[src/autoneg_np_pkg.sv]
// Constants shared by the auto-negotiation next-page register block
package autoneg_np_pkg;

  // Clock rate of sys_clk_in
  localparam int unsigned CLK_HZ          = 20_000_000;

  // APB geometry
  localparam int unsigned ADDR_W          = 12;
  localparam int unsigned DATA_W          = 32;
  localparam int unsigned REG_W           = 16;

  // Register indices; byte address is four times the index
  localparam logic [7:0]  IDX_EXPANSION   = 8'h06;
  localparam logic [7:0]  IDX_NP_TX       = 8'h07;
  localparam logic [7:0]  IDX_NP_RX       = 8'h08;
  localparam logic [7:0]  IDX_IRQ_STATUS  = 8'h10;
  localparam logic [7:0]  IDX_IRQ_MASK    = 8'h11;

  // Values after reset
  localparam logic [15:0] EXP_RST         = 16'h0004;
  localparam logic [15:0] NP_TX_RST       = 16'h2001;
  localparam logic [15:0] NP_RX_RST       = 16'h0000;
  localparam logic [1:0]  IRQ_MASK_RST    = 2'h0;
  localparam logic        TOGGLE_RST      = 1'b0;
  localparam logic        LOCAL_NP_ABLE   = 1'b1;

  // Expansion status field positions
  localparam int unsigned EXP_PD_FAULT    = 4;
  localparam int unsigned EXP_LP_NP_ABLE  = 3;
  localparam int unsigned EXP_LOC_NP_ABLE = 2;
  localparam int unsigned EXP_PAGE_RX     = 1;
  localparam int unsigned EXP_LP_AN_ABLE  = 0;

  // Next-page word field positions
  localparam int unsigned NP_NEXT         = 15;
  localparam int unsigned NP_ACK          = 14;
  localparam int unsigned NP_MSG          = 13;
  localparam int unsigned NP_ACK2         = 12;
  localparam int unsigned NP_TOGGLE       = 11;
  localparam int unsigned NP_CODE_MSB     = 10;

  // Software-writable bits of the transmit next page
  localparam logic [15:0] NP_TX_WR_MASK   = 16'hb7ff;
  // Null message code
  localparam logic [10:0] NP_CODE_NULL    = 11'h001;

  // Event numbering in the sticky flag vectors
  localparam int unsigned N_EVT           = 2;
  localparam int unsigned EVT_PAGE_RX     = 0;
  localparam int unsigned EVT_PD_FAULT    = 1;

endpackage : autoneg_np_pkg

[src/flag_if.sv]
// Set, clear and state signals of a bank of sticky flags
`timescale 1ns/1ns
`default_nettype none
interface flag_if #(parameter int unsigned W = 2);
  logic [W-1:0] set;
  logic [W-1:0] clr;
  logic [W-1:0] q;

  // Owner keeps the flags, user raises and clears them
  modport owner (input set, input clr, output q);
  modport user  (output set, output clr, input q);
endinterface : flag_if
`default_nettype wire

[src/autoneg_next_page_regs.sv]
// APB register bank for auto-negotiation expansion status and next pages
//
// Function
// - Expansion status at 6h, resets 0004h, high bits zero
// - Bit 4 flags a parallel detection fault
// - Bit 3 shows partner next-page ability
// - Bit 2 read-only local next-page ability, one
// - Bit 1 flags a newly received page
// - Bit 0 shows partner auto-negotiation ability
// - Transmit next page at 7h, resets 2001h
// - Bit 13 selects message or unformatted code
// - Code resets to null message page
// - Toggle inverts previous exchanged word's toggle
// - Received next page at 8h, read-only
// - Bit 14 shows partner acknowledge
//
// Design decision made here: the APB slave port.
`timescale 1ns/1ns
`default_nettype none
module autoneg_next_page_regs
  import autoneg_np_pkg::*;
(
  input  wire logic              sys_clk_in,
  input  wire logic              rst_n_in,
  // APB slave side
  input  wire logic              psel_in,
  input  wire logic              penable_in,
  input  wire logic              pwrite_in,
  input  wire logic [ADDR_W-1:0] paddr_in,
  input  wire logic [DATA_W-1:0] pwdata_in,
  input  wire logic [3:0]        pstrb_in,
  output var  logic [DATA_W-1:0] prdata_out,
  output var  logic              pready_out,
  output var  logic              pslverr_out,
  output var  logic              irq_out,
  // Link events and partner levels
  input  wire logic              pd_fault_in,
  input  wire logic              page_rx_in,
  input  wire logic [15:0]       rx_page_in,
  input  wire logic              lp_np_able_in,
  input  wire logic              lp_an_able_in,
  input  wire logic              an_restart_in,
  // Outgoing next page
  output var  logic [15:0]       tx_page_out
);

  // Register map, byte address four times the index
  //   0x018 expansion status, flags clear on read
  //   0x01c transmit next page, software copy
  //   0x020 received next page, read-only
  //   0x040 interrupt status, write one to clear
  //   0x044 interrupt mask, same layout as status
  // Other addresses answer with an error
  // Misaligned or high address bits also error
  // Writes to read-only registers dropped quietly
  //
  // Bus answer timing
  //   Setup edge: read data and error captured
  //   Access edge: write lands, read flags clear
  //   Zero wait states on every transfer
  //   Read data stands until the next setup
  //   Back-to-back transfers accepted
  //
  // Read-clear hazard
  //   Only flags that were returned are cleared
  //   Event at the access edge survives the clear
  //   Event after the setup edge shows next read
  //
  // Event timing
  //   Event edge: flags, toggle and page captured
  //   Next edge: page pins and interrupt follow
  //   Restart pulse forces the toggle low
  //   Restart beats a page for the toggle
  //
  // Transmit page assembly
  //   Bit 15 next page, from software
  //   Bit 14 always low on the wire
  //   Bit 13 message or unformatted code
  //   Bit 12 comply indication, from software
  //   Bit 11 toggle, from the exchange tracker
  //   Bits 10 to 0 code, null message after reset
  //
  // Interrupt
  //   Status bit 0 page received, bit 1 fault
  //   Level output, one cycle behind status
  //   Mask resets to all events blocked
  //
  // Byte strobes
  //   Lanes 0 and 1 reach the 16-bit registers
  //   Lane 0 alone gates the interrupt registers
  //   Lanes 2 and 3 have no effect
  //
  // Limitations
  //   Partner ability bits are read live
  //   Inputs assumed synchronous to the clock
  //   Event inputs are single-cycle pulses
  //   A held event input keeps its flag set
  //
  // Reset state
  //   Bus answer idle, no error, data zero
  //   Transmit page 2001h, toggle low
  //   Received page zero, all flags clear
  //
  // Read data upper half always zero
  // Reserved bits of expansion read zero
  // Local next-page ability fixed high
  //
  // Sticky flag banks
  //   Expansion copy clears on read
  //   Interrupt copy clears on write of one
  //   Both banks see the same events

  typedef struct packed {
    logic              pready;
    logic              pslverr;
    logic [DATA_W-1:0] prdata;
    logic [REG_W-1:0]  np_tx;
    logic [N_EVT-1:0]  irq_mask;
    logic              irq;
    logic [REG_W-1:0]  tx_page;
  } regs_state_s;

  regs_state_s cur_r;
  regs_state_s cur_nxt;

  // Sticky flags of the expansion register and of the interrupt status
  flag_if #(.W(N_EVT)) exp_flags ();
  flag_if #(.W(N_EVT)) irq_flags ();

  logic              toggle;
  logic [REG_W-1:0]  rx_page;

  // Decoded transfer phases
  logic              setup_phase;
  logic              access_done;
  logic              wr_done;
  logic              rd_done;
  logic [7:0]        reg_idx;
  logic              aligned;
  logic              mapped;
  logic [REG_W-1:0]  lane_mask;
  logic [REG_W-1:0]  exp_word;
  logic [DATA_W-1:0] rd_word;
  logic [N_EVT-1:0]  exp_clr;
  logic [N_EVT-1:0]  irq_clr;
  logic [N_EVT-1:0]  events;

  // Expansion event flags, cleared by reading
  sticky_flags #(.W(N_EVT)) u_exp_flags
  (
    .sys_clk_in (sys_clk_in),
    .rst_n_in   (rst_n_in),
    .flags      (exp_flags.owner)
  );

  // Interrupt status flags, cleared by writing a one
  sticky_flags #(.W(N_EVT)) u_irq_flags
  (
    .sys_clk_in (sys_clk_in),
    .rst_n_in   (rst_n_in),
    .flags      (irq_flags.owner)
  );

  // Toggle and partner page tracking
  np_exchange u_np_exchange
  (
    .sys_clk_in  (sys_clk_in),
    .rst_n_in    (rst_n_in),
    .page_rx_in  (page_rx_in),
    .rx_page_in  (rx_page_in),
    .restart_in  (an_restart_in),
    .toggle_out  (toggle),
    .rx_page_out (rx_page)
  );

  // Event vector in flag order
  always_comb
  begin
    events               = '0;
    events[EVT_PAGE_RX]  = page_rx_in;
    events[EVT_PD_FAULT] = pd_fault_in;
  end

  // Both flag banks see the same events
  assign exp_flags.set = events;
  assign irq_flags.set = events;
  assign exp_flags.clr = exp_clr;
  assign irq_flags.clr = irq_clr;

  // APB phase decode
  assign setup_phase = psel_in & ~penable_in;
  assign access_done = psel_in & penable_in & cur_r.pready;
  assign wr_done     = access_done & pwrite_in & ~cur_r.pslverr;
  assign rd_done     = access_done & ~pwrite_in & ~cur_r.pslverr;
  assign reg_idx     = paddr_in[9:2];
  assign aligned     = (paddr_in[1:0] == 2'h0) && (paddr_in[ADDR_W-1:10] == 2'h0);

  // Byte lanes that reach the 16-bit registers
  assign lane_mask   = {{8{pstrb_in[1]}}, {8{pstrb_in[0]}}};

  // Address map check
  always_comb
  begin
    mapped = 1'b0;
    if (aligned)
    begin
      unique case (reg_idx)
        IDX_EXPANSION,
        IDX_NP_TX,
        IDX_NP_RX,
        IDX_IRQ_STATUS,
        IDX_IRQ_MASK: mapped = 1'b1;
        default:      mapped = 1'b0;
      endcase
    end
  end

  // Expansion status word; reserved bits read zero
  always_comb
  begin
    exp_word                  = '0;
    exp_word[EXP_PD_FAULT]    = exp_flags.q[EVT_PD_FAULT];
    exp_word[EXP_LP_NP_ABLE]  = lp_np_able_in;
    exp_word[EXP_LOC_NP_ABLE] = LOCAL_NP_ABLE;
    exp_word[EXP_PAGE_RX]     = exp_flags.q[EVT_PAGE_RX];
    exp_word[EXP_LP_AN_ABLE]  = lp_an_able_in;
  end

  // Read data multiplexer; upper bits read zero
  always_comb
  begin
    rd_word = '0;
    if (aligned)
    begin
      unique case (reg_idx)
        IDX_EXPANSION:  rd_word[REG_W-1:0] = exp_word;
        IDX_NP_TX:      rd_word[REG_W-1:0] = cur_r.tx_page;
        IDX_NP_RX:      rd_word[REG_W-1:0] = rx_page;
        IDX_IRQ_STATUS: rd_word[N_EVT-1:0] = irq_flags.q;
        IDX_IRQ_MASK:   rd_word[N_EVT-1:0] = cur_r.irq_mask;
        default:        rd_word = '0;
      endcase
    end
  end

  // Read clears only the flag bits that were actually reported
  always_comb
  begin
    exp_clr = '0;
    if (rd_done && aligned && (reg_idx == IDX_EXPANSION))
    begin
      exp_clr[EVT_PD_FAULT] = cur_r.prdata[EXP_PD_FAULT];
      exp_clr[EVT_PAGE_RX]  = cur_r.prdata[EXP_PAGE_RX];
    end
  end

  // Write of ones clears interrupt status bits
  always_comb
  begin
    irq_clr = '0;
    if (wr_done && aligned && (reg_idx == IDX_IRQ_STATUS) && pstrb_in[0])
      irq_clr = pwdata_in[N_EVT-1:0];
  end

  // Next state of the bus answer, registers and outputs
  always_comb
  begin
    cur_nxt = cur_r;

    // Answer is prepared in the setup cycle, shown in the access cycle
    cur_nxt.pready = setup_phase;
    if (setup_phase)
    begin
      cur_nxt.pslverr = ~mapped;
      cur_nxt.prdata  = pwrite_in ? '0 : rd_word;
    end
    else if (access_done)
    begin
      cur_nxt.pslverr = 1'b0;
    end

    // Register writes take effect at the completing access edge
    if (wr_done && aligned)
    begin
      unique case (reg_idx)
        IDX_NP_TX:
        begin
          cur_nxt.np_tx = (cur_r.np_tx & ~(NP_TX_WR_MASK & lane_mask))
                        | (pwdata_in[REG_W-1:0] & NP_TX_WR_MASK & lane_mask);
        end
        IDX_IRQ_MASK:
        begin
          if (pstrb_in[0])
            cur_nxt.irq_mask = pwdata_in[N_EVT-1:0];
        end
        default:
        begin
          cur_nxt.np_tx = cur_r.np_tx;
        end
      endcase
    end

    // Outgoing next page: message bit tells how the code is read
    cur_nxt.tx_page               = '0;
    cur_nxt.tx_page[NP_NEXT]      = cur_r.np_tx[NP_NEXT];
    cur_nxt.tx_page[NP_ACK]       = 1'b0;
    cur_nxt.tx_page[NP_MSG]       = cur_r.np_tx[NP_MSG];
    cur_nxt.tx_page[NP_ACK2]      = cur_r.np_tx[NP_ACK2];
    cur_nxt.tx_page[NP_TOGGLE]    = toggle;
    cur_nxt.tx_page[NP_CODE_MSB:0] = cur_r.np_tx[NP_CODE_MSB:0];

    // Level interrupt from unmasked status
    cur_nxt.irq = |(irq_flags.q & cur_r.irq_mask);
  end

  // State register
  always_ff @(posedge sys_clk_in)
  begin
    if (!rst_n_in)
    begin
      cur_r.pready   <= 1'b0;
      cur_r.pslverr  <= 1'b0;
      cur_r.prdata   <= '0;
      cur_r.np_tx    <= NP_TX_RST;
      cur_r.irq_mask <= IRQ_MASK_RST;
      cur_r.irq      <= 1'b0;
      cur_r.tx_page  <= NP_TX_RST;
    end
    else
    begin
      cur_r <= cur_nxt;
    end
  end

  // Outputs straight from the state register
  assign prdata_out  = cur_r.prdata;
  assign pready_out  = cur_r.pready;
  assign pslverr_out = cur_r.pslverr;
  assign irq_out     = cur_r.irq;
  assign tx_page_out = cur_r.tx_page;

endmodule : autoneg_next_page_regs
`default_nettype wire

[src/np_exchange.sv]
// Toggle tracking and capture of the partner's received next page
`timescale 1ns/1ns
`default_nettype none
module np_exchange
  import autoneg_np_pkg::*;
(
  input  wire logic        sys_clk_in,
  input  wire logic        rst_n_in,
  input  wire logic        page_rx_in,
  input  wire logic [15:0] rx_page_in,
  input  wire logic        restart_in,
  output var  logic        toggle_out,
  output var  logic [15:0] rx_page_out
);

  typedef struct packed {
    logic        toggle;
    logic [15:0] rx;
  } xchg_state_s;

  xchg_state_s cur_r;
  xchg_state_s cur_nxt;

  // Flip toggle per exchanged word, capture partner page
  always_comb
  begin
    cur_nxt = cur_r;
    if (restart_in)
      cur_nxt.toggle = TOGGLE_RST;
    else if (page_rx_in)
      cur_nxt.toggle = ~cur_r.toggle;
    // Page is kept even when a restart arrives with it
    if (page_rx_in)
      cur_nxt.rx = rx_page_in;
  end

  // State register
  always_ff @(posedge sys_clk_in)
  begin
    if (!rst_n_in)
    begin
      cur_r.toggle <= TOGGLE_RST;
      cur_r.rx     <= NP_RX_RST;
    end
    else
      cur_r <= cur_nxt;
  end

  assign toggle_out  = cur_r.toggle;
  assign rx_page_out = cur_r.rx;

endmodule : np_exchange
`default_nettype wire

[src/sticky_flags.sv]
// Bank of sticky flags where a set beats a clear in the same cycle
`timescale 1ns/1ns
`default_nettype none
module sticky_flags
  import autoneg_np_pkg::*;
#(
  parameter int unsigned W = 2
)
(
  input  wire logic sys_clk_in,
  input  wire logic rst_n_in,
  flag_if.owner     flags
);

  typedef struct packed {
    logic [W-1:0] q;
  } flag_state_s;

  flag_state_s cur_r;
  flag_state_s cur_nxt;

  // Clear first, then set, so an event is never lost
  always_comb
  begin
    cur_nxt   = cur_r;
    cur_nxt.q = (cur_r.q & ~flags.clr) | flags.set;
  end

  // State register
  always_ff @(posedge sys_clk_in)
  begin
    if (!rst_n_in)
      cur_r <= '0;
    else
      cur_r <= cur_nxt;
  end

  assign flags.q = cur_r.q;

endmodule : sticky_flags
`default_nettype wire
[config.mk]
export PLATFORM = sky130hd
export DESIGN_NAME = autoneg_next_page_regs
export DESIGN_NICKNAME = d
export VERILOG_FILES = /design/src/autoneg_np_pkg.sv /design/src/flag_if.sv /design/src/autoneg_next_page_regs.sv /design/src/np_exchange.sv /design/src/sticky_flags.sv
export SDC_FILE = /design/constraint.sdc
export NUM_CORES = 1
export LEC_CHECK = 0
export ABC_AREA = 1
export CORE_ASPECT_RATIO = 1.1
export CORE_MARGIN = 3
export CORE_UTILIZATION = 40
export DETAILED_ROUTE_END_ITERATION = 6
export DONT_BUFFER_PORTS = 1
export SETUP_SLACK_MARGIN = 0.3
export SLEW_MARGIN = 20
export SYNTH_ARGS = -nofsm -noshare
export SYNTH_HDL_FRONTEND = slang
export SYNTH_SLANG_ARGS = --single-unit
[constraint.sdc]
create_clock -name sys_clk_in -period 1.5 [get_ports sys_clk_in]
set_clock_uncertainty 0.15 [all_clocks]
set_input_delay 0.075 -clock sys_clk_in [delete_from_list [all_inputs] [get_ports sys_clk_in]]
set_output_delay 0.075 -clock sys_clk_in [all_outputs]
set_load 0.05 [all_outputs]
Yosys cells after proc, flatten, opt, wreduce, memory -nomap -nowiden
Index checks and enable logic that the tools add are counted.
{"block": "word_totals", "reg_bits": 90, "input_bits": 74, "output_inout_bits": 51, "wordCells": 65}
{"block": "classes", "n_eq_ne": 5, "n_mux": 10, "n_bitwise": 24, "reduce_logical": 14}
{"op": "$pmux W14 S3", "n": 1}
{"op": "$and A16 B16 Y16", "n": 2}
{"op": "$mux W32", "n": 1}
{"op": "$eq A8 B3 Y1 const B", "n": 2}
{"op": "$eq A8 B5 Y1 const B", "n": 2}
{"op": "$mux W16", "n": 1}
{"op": "$not A16 Y16", "n": 1}
{"op": "$or A16 B16 Y16", "n": 1}
{"op": "$pmux W2 S5", "n": 1}
{"op": "$eq A8 B4 Y1 const B", "n": 1}
{"op": "$and A1 B1 Y1", "n": 7}
{"op": "$and A2 B2 Y2", "n": 3}
{"op": "$logic_and A1 B1 Y1", "n": 6}
{"op": "$not A1 Y1", "n": 6}
{"op": "$reduce_or A5 Y1", "n": 1}
{"op": "$logic_not A2 Y1", "n": 2}
{"op": "$mux W1", "n": 4}
{"op": "$mux W2", "n": 2}
{"op": "$not A2 Y2", "n": 2}
{"op": "$or A2 B2 Y2", "n": 2}
{"op": "$reduce_or A2 Y1", "n": 2}
{"op": "$reduce_and A3 Y1", "n": 1}
{"op": "$reduce_and A2 Y1", "n": 1}
{"op": "$reduce_bool A2 Y1", "n": 1}

Longest topological paths before layout
{"block": "depth", "depth_word": 11, "ltp_mapped": 10, "depth_no_buf": 9}

By module
A second synthesis with hierarchy kept.
{"block": "hier_totals", "hier_cells": 471, "area_unflattened_um2": 3430.8}
{"module": "autoneg_next_page_regs", "n_inst": 1, "cells_per_inst": 372, "area_per_inst_um2": 2658.8, "seq_area_each_um2": 1001.0}
{"module": "np_exchange", "n_inst": 1, "cells_per_inst": 77, "area_per_inst_um2": 619.3, "seq_area_each_um2": 340.3}
{"module": "sticky_flags", "n_inst": 2, "cells_per_inst": 11, "area_per_inst_um2": 76.3, "seq_area_each_um2": 40.0}

Worst setup path after synthesis
OpenSTA, ideal clock, no wires.
{"block": "synth_timing", "path_type": "reg2reg", "start": "register cur_r (netlist bit pready_out)", "end": "register (tool-made name)", "setup_time_ns": 0.119, "arrival_time_ns": 1.594, "t_required_ns": 1.231, "slack_ns": -0.364, "path_stages_with_launch": 7, "n_path_buf": 1, "period_less_slack_ns": 1.864, "cell_sequence": "dfxtp_1 -> nand4_1 -> nor3_4 -> nand3_2 -> buf_2 -> o21ai_1 -> a21oi_1"}
{"element": "from (decl)", "line": "autoneg_next_page_regs.sv:123", "text": "regs_state_s cur_r;"}
{"element": "from (signal assigned)", "line": "autoneg_next_page_regs.sv:331", "text": "cur_r <= cur_nxt;"}

==> out/qor.yml <==
power_switching_uw: 956
drc: 0
die_h_um: 100
seqPwrFrac: 0.515
final_cell_count_no_fill: 627
switching_share: 0.253
critical_path_required_ns: 1.58
criticalPathCategory: "flip-flop to flip-flop"
internal_power_mw: 2.82
clk_latency_ns: 0.34
cap_viol_max_count: 0
synthCells: 452
area_delta_synth_final_pct: 30.2
power.leakage_nw: 1.91
arrival_ns: 1.71
critical_path_buf_inv_count: 2
rsz0062_at_grt: "true"
dr.pass1.iters: 4
portBuffers: 0
final_nets: 591
worstPathCellList: "inv_2, nand4_1, nor3_4, nand3_2, buf_8, o21ai_2, a21oi_1"
worst_pin_slew_ns: 0.883
diodes: 0
dp.cells: 554
hpwl_mm: 5.45
hold_path.class: "input port to flip-flop"
slew_headroom: 0.410
ant_nets: 0
synth_area_sq_mm: 0.00325
status: "finished with violations"
gp_congestion: 0.869
multi_input_area_sq_mm: 0.00134
yosysTopAreaCell: "dfxtp_1"
ys_ff_latch: 71
ir_drop_v: 0.000499
power_density_mw_per_mm2: 893
ys_top_cells_by_area: "dfxtp_1, buf_4, nand2_1"
fin_crit_sh: 1.08
vias: 2895
grt_pass1_wl_mm: 13.0
fmax_mhz: 615
hold_viol_final: 3
drive_above_1_share: 0.209
numCtsBuffers: 9
synthArstFlopShare: 0
start_util: 0.423
totalWireLength_mm: 8.19
ys_seq_area_frac: 0.438
routedWlPerCell_um: 13.1
htree_levels: 3
grt.total_usage: 0.178
overflow: 0
violations: "hold timing, setup timing"
die-area_sq_mm: 0.00924
viasPerCell: 4.62
clock_power_share: 0.375
clk_path_buf_depth: 2
p_comb_frac: 0.110
cts_tree: "done"
yosysTopAreaCellShare: 0.438
path_max_fanout: 8
synth-edff-count: 0
setup_viol: 17
cp-start-kind: "flip-flop"
synth_most_common_cell: "nand2_1"
max_stage_delay_ns: 0.34
grt_max_degree: 41
antenna_found_initial: 0
syn_area_per_cell_sq_um: 7.18
min_period_ns: 1.63
hold_slack_ns: -0.0135
drv_slew: 0
first_iter_violations: 135
coreArea_sq_mm: 0.00768
path_clk_slew_ns: 0.07
crit_family: "simple AND/OR/NAND/NOR gates"
slowest_stage: "dfxtp_4"
endpoint_kind: "flip-flop"
io_pins: 125
ys_warn_count: 0
die_w_um: 91.9
fillers: 745
ys_types: 26
synth-main-ff-cell: "dfxtp_1"
ff_latch_area_sq_mm: 0.00143
cts_root_buf: "clkbuf_8"
rows: 33
clock_sinks: 71
synth_commonest_cells: "nand2_1, dfxtp_1, inv_1"
fin_ws_ns: -0.127
grt_pass1_vias: 2748
==> layer usage <==
metal | wire [um] | vias up | global-route usage | share of wire
li1 | - | 1481 | - | -
met1 | 3400 | 1308 | 0.213 | 0.41
met2 | 4030 | 91 | 0.297 | 0.49
met3 | 574 | 15 | 0.0463 | 0.070
met4 | 191 | 0 | 0.0880 | 0.023
met5 | 0 | - | 0 | 0
==> final timing paths <==
check	start	to	slack, ns	cells past startpoint
max	pslverr_out$_SDFFE_PN0P_	flip-flop	-0.13	7
min	page_rx_in	u_np_exchange.rx_page_out[13]$_SDFFE_PN0P_	-0.01	4
max reg2reg	pslverr_out$_SDFFE_PN0P_	flip-flop	-0.13	7
min reg2reg	flip-flop	tx_page_out[1]$_SDFF_PN0_	0.28	2
==> what timing repair did <==
item / CTS / global route
hold endpoints to repair: 55 / 21
pin swaps: 4 / 8
setup endpoints to repair: 21 / 49
gates resized for setup: 23 / 29
gates cloned: 1 / 1
hold buffers: 48 / 7
setup buffers: 2 / 2
==> placed cells by master, fill, tap and decap left out, types with 2 or more instances in the layout <==
master,instances
nand2_1,87
dfxtp_1,66
dlygate4sd3_1,50
inv_1,49
nor2_1,46
buf_4,42
a21oi_1,31
nand3_1,25
o21ai_0,20
conb_1,17
clkbuf_8,10
nand4_1,9
o21ai_2,9
o21ai_1,7
buf_6,6
nand2_2,5
nor2_2,5
a21oi_2,5
clkinv_2,4
inv_2,3
nand3_2,3
dfxtp_2,3
nor2_4,2
clkinv_1,2
or2_2,2
clkbuf_1,2
dfxtp_4,2
==> layout make-up <==
class | instances | share of cell area
Sequential cell | 71 | 0.339
Multi-Input combinational cell | 278 | 0.317
Timing Repair Buffer | 101 | 0.218
Inverter | 56 | 0.0506
Clock buffer | 13 | 0.0402
Tap cell | 105 | 0.0311
Clock inverter | 3 | 0.00355
==> per-stage QoR <==
step	util	setup TNS (ns)	setup slack (ns)	total power [mW]	cell area, sq um
global route	0.551	-3.61	-0.250	3.94	4230
CTS	0.533	-1.73	-0.140	3.80	4090
finish	0.551	-1.64	-0.127	3.78	4230
global placement	0.435	-0.767	-0.0995	2.23	3340
detailed placement	0.435	-2.04	-0.204	2.24	3340
floorplan	-	-0.108	-0.0480	2.25	3320
==> cells by family after synthesis <==
| group | count (synthesis) | synth area share |
|---|---|---|
| AO/OA/AOI/OAI | 72 | 0.111 |
| flip-flops | 71 | 0.438 |
| buffers and inverters | 119 | 0.198 |
| other | 1 | 0.00115 |
| AND/OR/NAND/NOR | 189 | 0.252 |
==> power groups by stage <==
stage	clock [mW]	sequential (mW)	combinational [mW]
6_report	1.42	1.94	0.414
5_1_grt	1.54	1.95	0.451
4_1_cts	1.47	1.94	0.383
3_5_place_dp	0	1.99	0.254
3_3_place_gp	0	1.99	0.248
2_1_floorplan	0	1.99	0.257
==> worst reg2reg max path, cell delays in order, from the launching register on <==
cell and delay, ns:
dfxtp_4 0.34, inv_2 0.05, nand4_1 0.15, nor3_4 0.30, nand3_2 0.17, buf_8 0.18
o21ai_2 0.13, a21oi_1 0.04
(Power assumes the default switching activity.)
